$ cat src/alsp_defines.svh
`ifndef ALSP_DEFINES_SVH
`define ALSP_DEFINES_SVH

`define ALSP_CLK_NS 4
`define ALSP_STEP_NS 2730000
`define ALSP_PULSE_NS 16000
`define ALSP_PULSE_CYCLES (`ALSP_PULSE_NS / `ALSP_CLK_NS)
`define ALSP_LED_ON_CYCLES (`ALSP_PULSE_CYCLES / 2)
`define ALSP_LONG_WAIT_MULT 4'hc
`define ALSP_STEP_CAP 11'h400
`define ALSP_STEPS_FULL 9'h100
`define ALSP_COUNT_MAX 16'hffff

`define ALSP_ADDR_W 8
`define ALSP_OFF_ENABLE 8'h00
`define ALSP_OFF_TIME 8'h04
`define ALSP_OFF_ALS_THR 8'h08
`define ALSP_OFF_PROX_THR 8'h0c
`define ALSP_OFF_PERS 8'h10
`define ALSP_OFF_LED 8'h14
`define ALSP_OFF_STATUS 8'h18
`define ALSP_OFF_DATA 8'h1c
`define ALSP_OFF_PDATA 8'h20

`define ALSP_TIME_RST 32'h0000ffff
`define ALSP_THR_RST 32'hffff0000
`define ALSP_RESP_OKAY 2'h0
`define ALSP_RESP_DECERR 2'h3

`endif

$ cat src/alsp_pkg.sv
package alsp_pkg;

  typedef enum logic [2:0] {ST_IDLE, ST_PROX, ST_ALS, ST_WAIT, ST_SLEEP} alsp_state_e;

  typedef struct packed {
    logic [24:0] rsv;
    logic sleep_after_int;
    logic prox_int_en;
    logic als_int_en;
    logic wait_en;
    logic prox_en;
    logic als_en;
    logic power_on;
  } alsp_enable_s;

  typedef struct packed {
    logic [14:0] rsv;
    logic wait_long;
    logic [7:0] wait_setting;
    logic [7:0] light_integration_setting;
  } alsp_time_s;

  typedef struct packed {
    logic [15:0] hi;
    logic [15:0] lo;
  } alsp_thr_s;

  typedef struct packed {
    logic [23:0] rsv;
    logic [3:0] prox;
    logic [3:0] ambient_light_path;
  } alsp_pers_s;

  typedef struct packed {
    logic [12:0] rsv;
    logic [7:0] prox_offset;
    logic led_power_divide;
    logic [1:0] led_sink_drive;
    logic [7:0] pulses;
  } alsp_led_s;

  typedef struct packed {
    logic [26:0] rsv;
    logic prox_sat;
    logic prox_int;
    logic als_int;
    logic prox_valid;
    logic als_valid;
  } alsp_status_s;

  typedef struct packed {
    logic [15:0] infrared_channel;
    logic [15:0] wideband_channel;
  } alsp_data_s;

  typedef struct packed {
    alsp_enable_s en;
    alsp_time_s tm;
    alsp_thr_s als_thr;
    alsp_thr_s prox_thr;
    alsp_pers_s pers;
    alsp_led_s led;
  } alsp_cfg_s;

  typedef struct packed {
    alsp_state_e state;
    alsp_cfg_s cfg;
    alsp_status_s st;
    logic [2:0] clk_s;
    logic [1:0] wb_s;
    logic [1:0] ir_s;
    logic [1:0] sat_s;
    logic [23:0] timer;
    logic [8:0] steps;
    logic [7:0] pulses;
    logic [3:0] mult;
    logic [10:0] wb_step;
    logic [10:0] ir_step;
    logic [15:0] wb_acc;
    logic [15:0] ir_acc;
    logic [15:0] prox_acc;
    alsp_data_s data;
    logic [15:0] prox_data;
    logic [3:0] als_pers_cnt;
    logic [3:0] prox_pers_cnt;
    logic aw_ok;
    logic w_ok;
    logic [7:0] awaddr;
    logic [31:0] wdata;
    logic [3:0] wstrb;
    logic awready;
    logic wready;
    logic bvalid;
    logic [1:0] bresp;
    logic arready;
    logic rvalid;
    logic [31:0] rdata;
    logic [1:0] rresp;
    logic int_oe;
    logic led_oe;
    logic [1:0] led_level;
    logic led_div;
  } alsp_regs_s;

endpackage : alsp_pkg

$ cat src/alsp_core.sv
// Behaviour
// RULE1 - Both channels convert together, 16-bit results
// RULE2 - Data registers load only at conversion end
// RULE3 - Interrupt holds until host clears it
// RULE4 - Result outside threshold window raises interrupt
// RULE5 - Persistence count sets consecutive misses needed
// RULE6 - Light and proximity thresholds, persistence independent
// RULE7 - Each interrupt source maskable at output
// RULE8 - Interrupt pin active low, open drain
// RULE9 - LED drive selects 15/30/60/120 mA
// RULE10 - Power divide bit cuts LED power eightfold
// RULE11 - One to 255 LED pulses per measurement
// RULE12 - Each LED pulse spans 16 us
// RULE13 - Programmable wait, 2.7 ms to over 8 s
// RULE14 - Optional sleep after an interrupt rises
// RULE15 - Proximity saturation sets a status bit
// RULE16 - Proximity offset subtracted for crosstalk
// RULE17 - Host serial interface up to 400 kbit/s
// RULE18 - Integration 1..256 steps, all ones one step
// RULE19 - Light count saturates, 1024 per step max
// RULE20 - In-window result restarts persistence count
// RULE21 - Cycle proximity, light, wait while enabled
//
// Added by the designer: the address map and register access over AXI4-Lite.
`timescale 1ns/1ns
`include "alsp_defines.svh"

module alsp_core #(
  parameter int unsigned STEP_CYCLES = `ALSP_STEP_NS / `ALSP_CLK_NS
) (
  input wire logic aclk,
  input wire logic aresetn,
  input wire logic [7:0] s_axi_awaddr,
  input wire logic s_axi_awvalid,
  output logic s_axi_awready,
  input wire logic [31:0] s_axi_wdata,
  input wire logic [3:0] s_axi_wstrb,
  input wire logic s_axi_wvalid,
  output logic s_axi_wready,
  output logic [1:0] s_axi_bresp,
  output logic s_axi_bvalid,
  input wire logic s_axi_bready,
  input wire logic [7:0] s_axi_araddr,
  input wire logic s_axi_arvalid,
  output logic s_axi_arready,
  output logic [31:0] s_axi_rdata,
  output logic [1:0] s_axi_rresp,
  output logic s_axi_rvalid,
  input wire logic s_axi_rready,
  input wire logic sense_clk,
  input wire logic wideband_channel,
  input wire logic infrared_channel,
  input wire logic prox_saturated,
  output logic int_n_o,
  output logic int_n_oe,
  output logic led_sink_o,
  output logic led_sink_oe,
  output logic [1:0] led_sink_drive,
  output logic led_power_divide
);

  alsp_pkg::alsp_regs_s r;
  alsp_pkg::alsp_regs_s n;

  function automatic logic [31:0] merge(input logic [31:0] old, input logic [31:0] wd,
                                        input logic [3:0] strb);
    logic [31:0] m;
    m = old;
    for (int i = 0; i < 4; i++) begin
      if (strb[i]) begin
        m[i*8 +: 8] = wd[i*8 +: 8];
      end
    end
    return m;
  endfunction : merge

  function automatic logic outside(input logic [15:0] v, input alsp_pkg::alsp_thr_s t);
    return (v < t.lo) || (v > t.hi); // RULE4
  endfunction : outside

  function automatic logic [15:0] sat_add(input logic [15:0] acc, input logic [10:0] step);
    logic [16:0] s;
    s = {1'b0, acc} + {6'h00, step};
    return s[16] ? `ALSP_COUNT_MAX : s[15:0]; // RULE19
  endfunction : sat_add

  // Returns the fire flag above the new consecutive-miss count
  function automatic logic [4:0] pers_step(input logic miss, input logic [3:0] cnt,
                                           input logic [3:0] need);
    logic [3:0] c;
    c = 4'h0;
    if (miss) begin
      c = (cnt == 4'hf) ? cnt : cnt + 4'h1;
    end
    // A setting of zero fires on every miss
    return {miss && (c >= need), c}; // RULE5 RULE20
  endfunction : pers_step

  function automatic alsp_pkg::alsp_regs_s go(input alsp_pkg::alsp_regs_s s,
                                              input alsp_pkg::alsp_state_e st);
    alsp_pkg::alsp_regs_s o;
    o = s;
    o.state = st;
    o.timer = 24'(STEP_CYCLES - 1);
    o.wb_step = 11'h000;
    o.ir_step = 11'h000;
    o.wb_acc = 16'h0000;
    o.ir_acc = 16'h0000;
    o.prox_acc = 16'h0000;
    o.steps = `ALSP_STEPS_FULL - {1'b0, s.cfg.tm.light_integration_setting}; // RULE18
    o.mult = 4'h1;
    o.pulses = 8'h00;
    if (st == alsp_pkg::ST_PROX) begin
      o.timer = 24'(`ALSP_PULSE_CYCLES - 1); // RULE12
      o.pulses = (s.cfg.led.pulses == 8'h00) ? 8'h01 : s.cfg.led.pulses; // RULE11
    end else if (st == alsp_pkg::ST_WAIT) begin
      o.steps = `ALSP_STEPS_FULL - {1'b0, s.cfg.tm.wait_setting}; // RULE13
      o.mult = s.cfg.tm.wait_long ? `ALSP_LONG_WAIT_MULT : 4'h1;
    end
    return o;
  endfunction : go

  logic rise;
  logic fire;
  logic [4:0] pa;
  logic [4:0] pp;
  logic [15:0] prox_val;
  logic [7:0] a;
  logic [31:0] m;
  alsp_pkg::alsp_status_s clr;

  always_comb begin
    n = r;
    fire = 1'b0;
    pa = 5'h00;
    pp = 5'h00;
    prox_val = 16'h0000;
    m = 32'h0000_0000;
    clr = '0;
    a = 8'h00;

    // Link signals: stage 0 feeds only stage 1
    n.clk_s = {r.clk_s[1:0], sense_clk};
    n.wb_s = {r.wb_s[0], wideband_channel};
    n.ir_s = {r.ir_s[0], infrared_channel};
    n.sat_s = {r.sat_s[0], prox_saturated};
    rise = r.clk_s[1] && !r.clk_s[2];

    // Register write; AXI4-Lite address and data phases are accepted independently and land here
    if (s_axi_awvalid && r.awready) begin // RULE17
      n.aw_ok = 1'b1;
      n.awaddr = s_axi_awaddr;
    end
    if (s_axi_wvalid && r.wready) begin
      n.w_ok = 1'b1;
      n.wdata = s_axi_wdata;
      n.wstrb = s_axi_wstrb;
    end
    if (r.bvalid && s_axi_bready) begin
      n.bvalid = 1'b0;
    end
    if (n.aw_ok && n.w_ok && !r.bvalid) begin
      a = {n.awaddr[7:2], 2'b00};
      n.bvalid = 1'b1;
      n.bresp = `ALSP_RESP_OKAY;
      n.aw_ok = 1'b0;
      n.w_ok = 1'b0;
      if (a == `ALSP_OFF_ENABLE) begin
        n.cfg.en = alsp_pkg::alsp_enable_s'(merge(32'(r.cfg.en), n.wdata, n.wstrb));
        n.cfg.en.rsv = '0;
      end else if (a == `ALSP_OFF_TIME) begin
        n.cfg.tm = alsp_pkg::alsp_time_s'(merge(32'(r.cfg.tm), n.wdata, n.wstrb));
        n.cfg.tm.rsv = '0;
      end else if (a == `ALSP_OFF_ALS_THR) begin
        n.cfg.als_thr = alsp_pkg::alsp_thr_s'(merge(32'(r.cfg.als_thr), n.wdata, n.wstrb));
      end else if (a == `ALSP_OFF_PROX_THR) begin
        n.cfg.prox_thr = alsp_pkg::alsp_thr_s'(merge(32'(r.cfg.prox_thr), n.wdata, n.wstrb));
      end else if (a == `ALSP_OFF_PERS) begin
        n.cfg.pers = alsp_pkg::alsp_pers_s'(merge(32'(r.cfg.pers), n.wdata, n.wstrb));
        n.cfg.pers.rsv = '0;
      end else if (a == `ALSP_OFF_LED) begin
        n.cfg.led = alsp_pkg::alsp_led_s'(merge(32'(r.cfg.led), n.wdata, n.wstrb));
        n.cfg.led.rsv = '0;
      end else if (a == `ALSP_OFF_STATUS) begin
        // Write one to clear; only the host releases a raised interrupt
        m = merge(32'h0000_0000, n.wdata, n.wstrb);
        clr = alsp_pkg::alsp_status_s'(m);
        n.st.als_int = r.st.als_int && !clr.als_int; // RULE3
        n.st.prox_int = r.st.prox_int && !clr.prox_int; // RULE3
        n.st.prox_sat = r.st.prox_sat && !clr.prox_sat;
      end else if (a == `ALSP_OFF_DATA || a == `ALSP_OFF_PDATA) begin
        n.bresp = `ALSP_RESP_OKAY;
      end else begin
        n.bresp = `ALSP_RESP_DECERR;
      end
    end
    n.awready = !n.aw_ok && !n.bvalid;
    n.wready = !n.w_ok && !n.bvalid;

    // Register read; data is a snapshot taken at address acceptance
    if (r.rvalid && s_axi_rready) begin
      n.rvalid = 1'b0;
      n.arready = 1'b1;
    end
    if (s_axi_arvalid && r.arready) begin
      a = {s_axi_araddr[7:2], 2'b00};
      n.arready = 1'b0;
      n.rvalid = 1'b1;
      n.rresp = `ALSP_RESP_OKAY;
      if (a == `ALSP_OFF_ENABLE) begin
        n.rdata = 32'(r.cfg.en);
      end else if (a == `ALSP_OFF_TIME) begin
        n.rdata = 32'(r.cfg.tm);
      end else if (a == `ALSP_OFF_ALS_THR) begin
        n.rdata = 32'(r.cfg.als_thr);
      end else if (a == `ALSP_OFF_PROX_THR) begin
        n.rdata = 32'(r.cfg.prox_thr);
      end else if (a == `ALSP_OFF_PERS) begin
        n.rdata = 32'(r.cfg.pers);
      end else if (a == `ALSP_OFF_LED) begin
        n.rdata = 32'(r.cfg.led);
      end else if (a == `ALSP_OFF_STATUS) begin
        n.rdata = 32'(r.st);
      end else if (a == `ALSP_OFF_DATA) begin
        n.rdata = 32'(r.data);
      end else if (a == `ALSP_OFF_PDATA) begin
        n.rdata = {16'h0000, r.prox_data};
      end else begin
        n.rdata = 32'h0000_0000;
        n.rresp = `ALSP_RESP_DECERR;
      end
    end

    // Hardware sets come after the host clear so a same-cycle event survives
    if (r.sat_s[1]) begin
      n.st.prox_sat = 1'b1; // RULE15
    end

    case (r.state)
      alsp_pkg::ST_IDLE: begin
        if (r.cfg.en.power_on) begin // RULE21
          if (r.cfg.en.prox_en) begin
            n = go(n, alsp_pkg::ST_PROX);
          end else if (r.cfg.en.als_en) begin
            n = go(n, alsp_pkg::ST_ALS);
          end else if (r.cfg.en.wait_en) begin
            n = go(n, alsp_pkg::ST_WAIT);
          end
        end
      end
      alsp_pkg::ST_PROX: begin
        if (rise && r.ir_s[1] && r.led_oe && r.prox_acc != `ALSP_COUNT_MAX) begin
          n.prox_acc = r.prox_acc + 16'h0001;
        end
        if (r.timer != 24'h000000) begin
          n.timer = r.timer - 24'h000001;
        end else if (r.pulses != 8'h01) begin
          n.pulses = r.pulses - 8'h01; // RULE11
          n.timer = 24'(`ALSP_PULSE_CYCLES - 1); // RULE12
        end else begin
          prox_val = (n.prox_acc > {8'h00, r.cfg.led.prox_offset})
                     ? n.prox_acc - {8'h00, r.cfg.led.prox_offset} : 16'h0000; // RULE16
          n.prox_data = prox_val; // RULE2
          n.st.prox_valid = 1'b1;
          pp = pers_step(outside(prox_val, r.cfg.prox_thr), r.prox_pers_cnt,
                         r.cfg.pers.prox); // RULE6
          n.prox_pers_cnt = pp[3:0];
          if (pp[4]) begin
            n.st.prox_int = 1'b1; // RULE3
            fire = 1'b1;
          end
          if (r.cfg.en.als_en) begin
            n = go(n, alsp_pkg::ST_ALS); // RULE21
          end else begin
            n = go(n, r.cfg.en.wait_en ? alsp_pkg::ST_WAIT : alsp_pkg::ST_IDLE);
          end
        end
      end
      alsp_pkg::ST_ALS: begin
        if (rise && r.wb_s[1] && r.wb_step != `ALSP_STEP_CAP) begin
          n.wb_step = r.wb_step + 11'h001; // RULE1 RULE19
        end
        if (rise && r.ir_s[1] && r.ir_step != `ALSP_STEP_CAP) begin
          n.ir_step = r.ir_step + 11'h001; // RULE1 RULE19
        end
        if (r.timer != 24'h000000) begin
          n.timer = r.timer - 24'h000001;
        end else begin
          n.wb_acc = sat_add(r.wb_acc, n.wb_step);
          n.ir_acc = sat_add(r.ir_acc, n.ir_step);
          n.wb_step = 11'h000;
          n.ir_step = 11'h000;
          n.timer = 24'(STEP_CYCLES - 1);
          n.steps = r.steps - 9'h001; // RULE18
          if (r.steps == 9'h001) begin
            n.data.wideband_channel = n.wb_acc; // RULE2
            n.data.infrared_channel = n.ir_acc; // RULE2
            n.st.als_valid = 1'b1;
            pa = pers_step(outside(n.wb_acc, r.cfg.als_thr), r.als_pers_cnt,
                           r.cfg.pers.ambient_light_path); // RULE6
            n.als_pers_cnt = pa[3:0];
            if (pa[4]) begin
              n.st.als_int = 1'b1; // RULE3
              fire = 1'b1;
            end
            n = go(n, r.cfg.en.wait_en ? alsp_pkg::ST_WAIT : alsp_pkg::ST_IDLE); // RULE21
          end
        end
      end
      alsp_pkg::ST_WAIT: begin
        if (r.timer != 24'h000000) begin
          n.timer = r.timer - 24'h000001;
        end else if (r.steps != 9'h001) begin
          n.steps = r.steps - 9'h001; // RULE13
          n.timer = 24'(STEP_CYCLES - 1);
        end else if (r.mult != 4'h1) begin
          n.mult = r.mult - 4'h1; // RULE13
          n.steps = `ALSP_STEPS_FULL - {1'b0, r.cfg.tm.wait_setting};
          n.timer = 24'(STEP_CYCLES - 1);
        end else begin
          n = go(n, alsp_pkg::ST_IDLE); // RULE21
        end
      end
      alsp_pkg::ST_SLEEP: begin
        if (!n.st.als_int && !n.st.prox_int) begin
          n = go(n, alsp_pkg::ST_IDLE); // RULE14
        end
      end
      default: begin
        n = go(n, alsp_pkg::ST_IDLE);
      end
    endcase

    if (fire && r.cfg.en.sleep_after_int) begin
      n = go(n, alsp_pkg::ST_SLEEP); // RULE14
    end
    if (!n.cfg.en.power_on) begin
      n = go(n, alsp_pkg::ST_IDLE);
    end

    n.int_oe = (n.st.als_int && n.cfg.en.als_int_en)
               || (n.st.prox_int && n.cfg.en.prox_int_en); // RULE7 RULE8
    n.led_oe = (n.state == alsp_pkg::ST_PROX)
               && (n.timer >= 24'(`ALSP_LED_ON_CYCLES)); // RULE12
    n.led_level = n.cfg.led.led_sink_drive; // RULE9
    n.led_div = n.cfg.led.led_power_divide; // RULE10
  end

  always_ff @(posedge aclk) begin
    if (!aresetn) begin
      r <= '0;
      r.state <= alsp_pkg::ST_IDLE;
      r.cfg.tm <= alsp_pkg::alsp_time_s'(`ALSP_TIME_RST);
      r.cfg.als_thr <= alsp_pkg::alsp_thr_s'(`ALSP_THR_RST);
      r.cfg.prox_thr <= alsp_pkg::alsp_thr_s'(`ALSP_THR_RST);
      r.awready <= 1'b1;
      r.wready <= 1'b1;
      r.arready <= 1'b1;
    end else begin
      r <= n;
    end
  end

  assign s_axi_awready = r.awready;
  assign s_axi_wready = r.wready;
  assign s_axi_bvalid = r.bvalid;
  assign s_axi_bresp = r.bresp;
  assign s_axi_arready = r.arready;
  assign s_axi_rvalid = r.rvalid;
  assign s_axi_rdata = r.rdata;
  assign s_axi_rresp = r.rresp;
  // Open-drain pins only ever pull low
  assign int_n_o = 1'b0;
  assign int_n_oe = r.int_oe;
  assign led_sink_o = 1'b0;
  assign led_sink_oe = r.led_oe;
  assign led_sink_drive = r.led_level;
  assign led_power_divide = r.led_div;

endmodule : alsp_core

$ cat config.mk
export PLATFORM = sky130hd
export DESIGN_NAME = alsp_core
export DESIGN_NICKNAME = d
export VERILOG_FILES = /design/src/alsp_pkg.sv /design/src/alsp_core.sv
export VERILOG_INCLUDE_DIRS = /design/src
export SDC_FILE = /design/constraint.sdc
export NUM_CORES = 1
export LEC_CHECK = 0
export ABC_CLOCK_PERIOD_IN_PS = 16000
export BUFFER_PORTS_ARGS = -buffer_cell sky130_fd_sc_hd__buf_2
export CAP_MARGIN = 20
export CELL_PAD_IN_SITES_DETAIL_PLACEMENT = 0
export CELL_PAD_IN_SITES_GLOBAL_PLACEMENT = 1
export CORE_ASPECT_RATIO = 2
export CORE_MARGIN = 2
export CORE_UTILIZATION = 52
export CTS_BUF_LIST = sky130_fd_sc_hd__clkbuf_2 sky130_fd_sc_hd__clkbuf_4 sky130_fd_sc_hd__clkbuf_8
export DETAILED_ROUTE_END_ITERATION = 7
export PLACE_DENSITY = 0.86
export SKIP_LAST_GASP = 1
export SLEW_MARGIN = 20
export SYNTH_ARGS = -nofsm -noshare
export SYNTH_HDL_FRONTEND = slang
export SYNTH_SLANG_ARGS = --single-unit
$ cat constraint.sdc
create_clock -name aclk -period 16 [get_ports aclk]
set_input_delay 0.8 -clock aclk [delete_from_list [all_inputs] [get_ports aclk]]
set_output_delay 0.8 -clock aclk [all_outputs]
set_load 0.02 [all_outputs]
After elaboration in Yosys (flattened, before gate mapping) --
Index checks and enable logic that the tools add are counted.
Storage, ports and cells: output and inout bits 48, register bits 496, logic and storage cells 346
Operators by class: $lt $le $gt $ge 8, add/subtract/negate cells 17, reduce and logical (&&, ||, !) cells 53, equal/unequal tests 51, multiplexer cells 150, bitwise gates (word level) 2
Operators with widths (number):
- 499-bit two-way mux | 8
- 499-bit case mux with 5 select lines | 1
- 236-bit two-way mux | 6
- 239-bit two-way mux | 3
- 498-bit two-way mux | 1
- 32-bit two-way mux | 15
- 230-bit two-way mux | 1
- 222-bit two-way mux | 1
- 218-bit two-way mux | 1
- 192-bit two-way mux | 1
- 160-bit two-way mux | 1
- 8-bit two-way mux | 18
- 128-bit two-way mux | 1
- 16-bit two-way mux | 6
- 24-bit two-way mux | 4
- 96-bit two-way mux | 1
- 36-bit two-way mux | 2
- 64-bit two-way mux | 1
- 4-bit two-way mux | 14
- 6-bit by 3-bit == test with 1-bit output (second input constant) | 8
- 5-bit two-way mux | 9
- 9-bit two-way mux | 5
- 9-bit by 8-bit subtractor with 9-bit output (first input constant) | 5
- 11-bit two-way mux | 4
- 50 further kinds | 164

Logic depth before layout (Yosys ltp) --
depth in word-level cells 33, depth in mapped cells 37, gate-level depth less buffers 36

Worst setup path before layout --
Ideal clock, no wire load.
path kind reg2reg, from register r[207] (netlist bit), to register r, in the netlist led_sink_oe, buffers on the path 2, library setup time 91 ps, stages on the path, launching flop included 36, period minus slack after synthesis 7310 ps, data required time 15909 ps, arrival time 7219 ps, path slack 8690 ps, cells stage by stage dfxtp_1 -> inv_1 -> ha_1 -> nor4b_1 -> a31oi_1 -> nand2_1 -> nor3_1 -> and3_1 -> and3_1 -> nand3_1 -> xnor2_1 -> ha_1 -> a21o_1 -> a21oi_1 -> inv_1 -> o21ai_1 -> clkbuf_1 -> nand2_1 -> ha_1 -> or4b_2 -> a21oi_1 -> a21oi_1 -> o22a_1 -> nand2b_1 -> ha_1 -> nand2b_1 -> a2111oi_0 -> nor3_1 -> nand4_1 -> o32ai_1 -> a31oi_1 -> o21ai_0 -> a31o_2 -> buf_2 -> or2_1 -> a311oi_1
Between the ends: cells in the longest elaborated chain, start to end 23
RTL lines:
- start: declaration | RTL line alsp_core.sv:62 | alsp_pkg::alsp_regs_s r;
- start signal: assignment | RTL line alsp_core.sv:360 | r <= n;
- branches (longest 2 deep; another with 11-bit by 1-bit adder with 11-bit output)
- 11-bit two-way mux (*) | RTL line alsp_core.sv:280 | if (rise && r.wb_s[1] && r.wb_step != `ALSP_STEP_CAP) begin
- 11-bit two-way mux (*) | RTL line alsp_core.sv:239 | case (r.state)
- 16-bit by 11-bit adder with 17-bit output (*) | RTL line alsp_core.sv:83 | s = {1'b0, acc} + {6'h00, step};
- 16-bit two-way mux (*) | RTL line alsp_core.sv:84 | return s[16] ? `ALSP_COUNT_MAX : s[15:0];
- 16-bit less-than comparator or 16-bit greater-than comparator (tied branches) | RTL line alsp_core.sv:78 | return (v < t.lo) || (v > t.hi);
- 1-bit logical OR (*) | RTL line alsp_core.sv:78
- 4-bit two-way mux | RTL line alsp_core.sv:92 | if (miss) begin
- (+6 left out)
- 1-bit two-way mux (*) | RTL line alsp_core.sv:295 | if (r.steps == 9'h001) begin
- 1-bit two-way mux (*) | RTL line alsp_core.sv:286 | if (r.timer != 24'h000000) begin
- 1-bit case mux with 2 select lines (*) | RTL line alsp_core.sv:239
- 1-bit logical AND (*) | RTL line alsp_core.sv:334 | if (fire && r.cfg.en.sleep_after_int) begin
- 499-bit two-way mux (*) | RTL line alsp_core.sv:334
- 499-bit two-way mux (*) | RTL line alsp_core.sv:337 | if (!n.cfg.en.power_on) begin
- 24-bit by 11-bit greater-or-equal comparator with 1-bit output or 3-bit by 1-bit == test with 1-bit output (tied branches) | RTL line alsp_core.sv:344, alsp_core.sv:343
- 1-bit logical AND (*) | RTL line alsp_core.sv:343 | n.led_oe = (n.state == alsp_pkg::ST_PROX)
Mark *: on every way between the ends. The select of a mux whose other input is x is not followed. A chain may end at the register's enable or synchronous reset.

Worst setup path after layout --
from register r[207] (netlist bit), to register r[162] (netlist bit)
Between the ends: cells in the longest elaborated chain, start to end 20
RTL lines:
- branches (longest 2 deep; another with 11-bit by 1-bit adder with 11-bit output)
- 11-bit two-way mux (*) | RTL line alsp_core.sv:280
- 11-bit two-way mux (*) | RTL line alsp_core.sv:239
- 16-bit by 11-bit adder with 17-bit output (*) | RTL line alsp_core.sv:83
- 16-bit two-way mux (*) | RTL line alsp_core.sv:84
- 16-bit less-than comparator or 16-bit greater-than comparator (tied branches) | RTL line alsp_core.sv:78
- 1-bit logical OR (*) | RTL line alsp_core.sv:78
- 4-bit two-way mux | RTL line alsp_core.sv:92
- (+3 left out)
- 4-bit greater-or-equal comparator | RTL line alsp_core.sv:96 | return {miss && (c >= need), c};
- 1-bit logical AND (*) | RTL line alsp_core.sv:96
- 1-bit two-way mux (*) | RTL line alsp_core.sv:302 | if (pa[4]) begin
- 1-bit two-way mux (*) | RTL line alsp_core.sv:295
- 1-bit two-way mux (*) | RTL line alsp_core.sv:286
- 1-bit case mux with 2 select lines (*) | RTL line alsp_core.sv:239
- 1-bit logical AND (*) | RTL line alsp_core.sv:334
- 3-bit OR reduction (no line) (*)
Marks and branches as above.

==> flow_summary.ini <==
[outcome]
status = complete, but fails checks
violations = design-rule violations

[detailed_routing]
drt_first_iter_violations = 1786
vias_per_cell = 6.02
drt_pass1_iterations = 8
wire_per_inst_um = 20.8
wl_um = 74100
dr_total_vias = 21423
drtAntennaViolNets = 0
drc_errors = 17

[place]
place.gp.congestion = 0.957
hpwlAfterDp_um = 54700
dp_cells = 3452
port_buffers = 104

[setup_path]
path_class = reg -> reg
worstPathArrival_ps = 10040
start_kind = flop
slowest_delay_ps = 760
reg2reg_slack_ps = 6440
crit_required_ps = 16480
slowest_stage = buf_4
cp-end-kind = flop
critPathMaxFanout = 81

[clock_tree]
cts_buffers = 58
clockBufferDepth = 3
worstSkewPairLatency_ps = 650
h-tree-depth = 2
cts_tree = done
cts.sinks = 388
clk_pin_slew_ps = 70
cts.repair.resized = 0
ctsHoldBuffers = 0
root_buffer = clkbuf_8
cts_setup_buffers = 0

[worst_hold_path]
worst_hold_path_type = in -> reg

[synthesis]
synthFlopType = dfxtp_1
synth_adder_area_share_pct = 6.74
synth_compound_area_share_pct = 22.5
synth_edf_count = 0
yosys.area_share.simple_pct = 23.7
synth_area_sq_mm = 0.0226
synth_top_family_by_area = simple AND/OR/NAND/NOR gates
synth.ff_latch_count = 388
yosysWarnings = 0
yosysTopAreaCell = dfxtp_1
synth_area_per_cell_sq_um = 7.67
ys_seq_area_share_pct = 34.3
synth_xor_area_share_pct = 3.68
synth_area_leaders = dfxtp_1 34%, nor2_1 7.5%, ha_1 6.5%
async_flop_share_pct = 0
synth.area.mux_share_pct = 2.84
syn_inst = 2950
synth_top_area_share_pct = 34.3
synth_cell_types = 99

[floorplan]
die_w_um = 151
io_pins = 111
core_sq_mm = 0.0431
die_h_um = 299
placement_rows = 108
start_util_pct = 52.5
die_area_sq_mm = 0.0453

[sta]
setup_tns_ps = 0
worst_pin_slew_ps = 1160
period_share_pct = 59.7
setup_viol = 0
rsz0062_at_grt = no
finClkSkew_ps = 20.3
hold_slack_ps = 365
hold_viol = 0
max_freq_ghz = 0.105
relSlewSlack_pct = 20.3
drv_slew = 0
min_period_ps = 9560

[power]
pwr-share-seq_pct = 47.0
switching_share_pct = 27.1
max-vdd-ir-drop_mv = 0.0767
p_total_uw = 2130
internal_power_uw = 1550
power.share.clock_pct = 42.8
leakagePower_uw = 0.00959
p_comb_share_pct = 10.1
p_per_area_mw_per_mm2 = 86.7
p_switching_uw = 578

[global_route]
grt_pass1_vias = 20107
overflow = 0
antenna_found_initial = 1
top_usage_layer = met2
grt.met2_usage_pct = 54.5
grt_pass1_wl_um = 114000
met1_usage_pct = 39.6
use_met3_pct = 3.27
grt_util_all_layers_pct = 32.3
grt_max_degree = 111

[cells_and_area]
instances_no_fill = 3556
drive_above_1_share_pct = 10.5
nets = 3145
post-route-util_pct = 57.0
fillers = 4163
regMostFlops = r
synthToLayoutAreaGrowth_pct = 8.70
largest_register_ffs = 344

[run]
cap_violations = 0
critical path, delay by kind of cell, from the launching register on:
kind	cells	cell delay [ps]
adders and majority gates	4	1160
and+or+nand+nor	15	3200
buffers and inverters	5	1390
xor gates and xnor gates	1	290
AOI/OAI and AO/OA	11	2780
muxes	1	190
DFF	1	350
placed cells by master, fill, tap and decap left out, types with 72 or more instances in the layout:
master / netlist / final
a21oi_1: 255 / 254
buf_2: 18 / 103
clkbuf_8: 0 / 72
dfxtp_1: 388 / 388
ha_1: 117 / 117
inv_1: 121 / 120
nand2_1: 307 / 307
nor2_1: 452 / 447
nor3_1: 88 / 88
o21ai_0: 192 / 192
power by group through the flow:
stage / sequential (uW) / clock (uW) / combinational [uW]
floorplan: 1020 / 0 / 141
global placement: 1020 / 0 / 210
detailed placement: 1020 / 0 / 212
CTS: 1000 / 928 / 213
global route: 1000 / 964 / 232
finish: 1000 / 912 / 215
metrics by stage:
step / area, sq um / worst slack (ps)
5_1_grt: 24600 / 5620
2_1_floorplan: 22600 / 8690
3_3_place_gp: 23300 / 6810
4_1_cts: 24600 / 6550
3_5_place_dp: 23300 / 6610
6_report: 24600 / 6440
worst paths after layout:
| kind | start | endpoint | depth (start not counted) |
|---|---|---|---|
| min reg2reg | r[263] | r[264] | 1 |
| max reg2reg | r[207] | r[162] | 37 |
| max | r[207] | r[162] | 37 |
| min | prox_saturated | r[263] | 2 |
cell usage after synthesis (all sizes together), types with 18 or more instances:
cell,count
nor2,453
dfxtp,388
nand2,308
a21oi,255
o21ai,198
clkbuf,129
inv,121
ha,117
nor3,92
buf,69
nand3,69
a211oi,66
a22oi,62
mux2i,56
xnor2,50
xor2,43
and2,35
a21o,29
a31oi,29
nand4,27
nor2b,27
a222oi,25
and3,23
nor4,23
o21a,22
nand2b,18
o211ai,18
layout make-up:
class / instances / area, sq um / share of cell area (%)
sequential: 388 / 7770 / 31.6
tap: 550 / 688 / 2.80
clock buffer: 84 / 1080 / 4.40
clock inverter: 19 / 204 / 0.830
inverter: 121 / 459 / 1.87
multi-input combinational: 2244 / 13500 / 55.0
timing repair buffer: 149 / 861 / 3.50
antenna: 1 / 2.50 / 0.0102
metal layers:
metal,routed length (um),up-vias
met1,29800,9976
met2,35400,769
met3,4020,211
li1,-,10467
met4,4860,0
met5,0,-
cell families after synthesis:
| family | after synthesis |
|---|---|
| XOR/XNOR | 93 |
| adder cells (fa/ha/maj) | 120 |
| other | 1 |
| AND/OR/NAND/NOR | 1160 |
| AO/OA/AOI/OAI | 806 |
| flip-flops | 388 |
| multiplexers | 63 |
| buffers and inverters | 319 |
(Power assumes the default switching activity.)
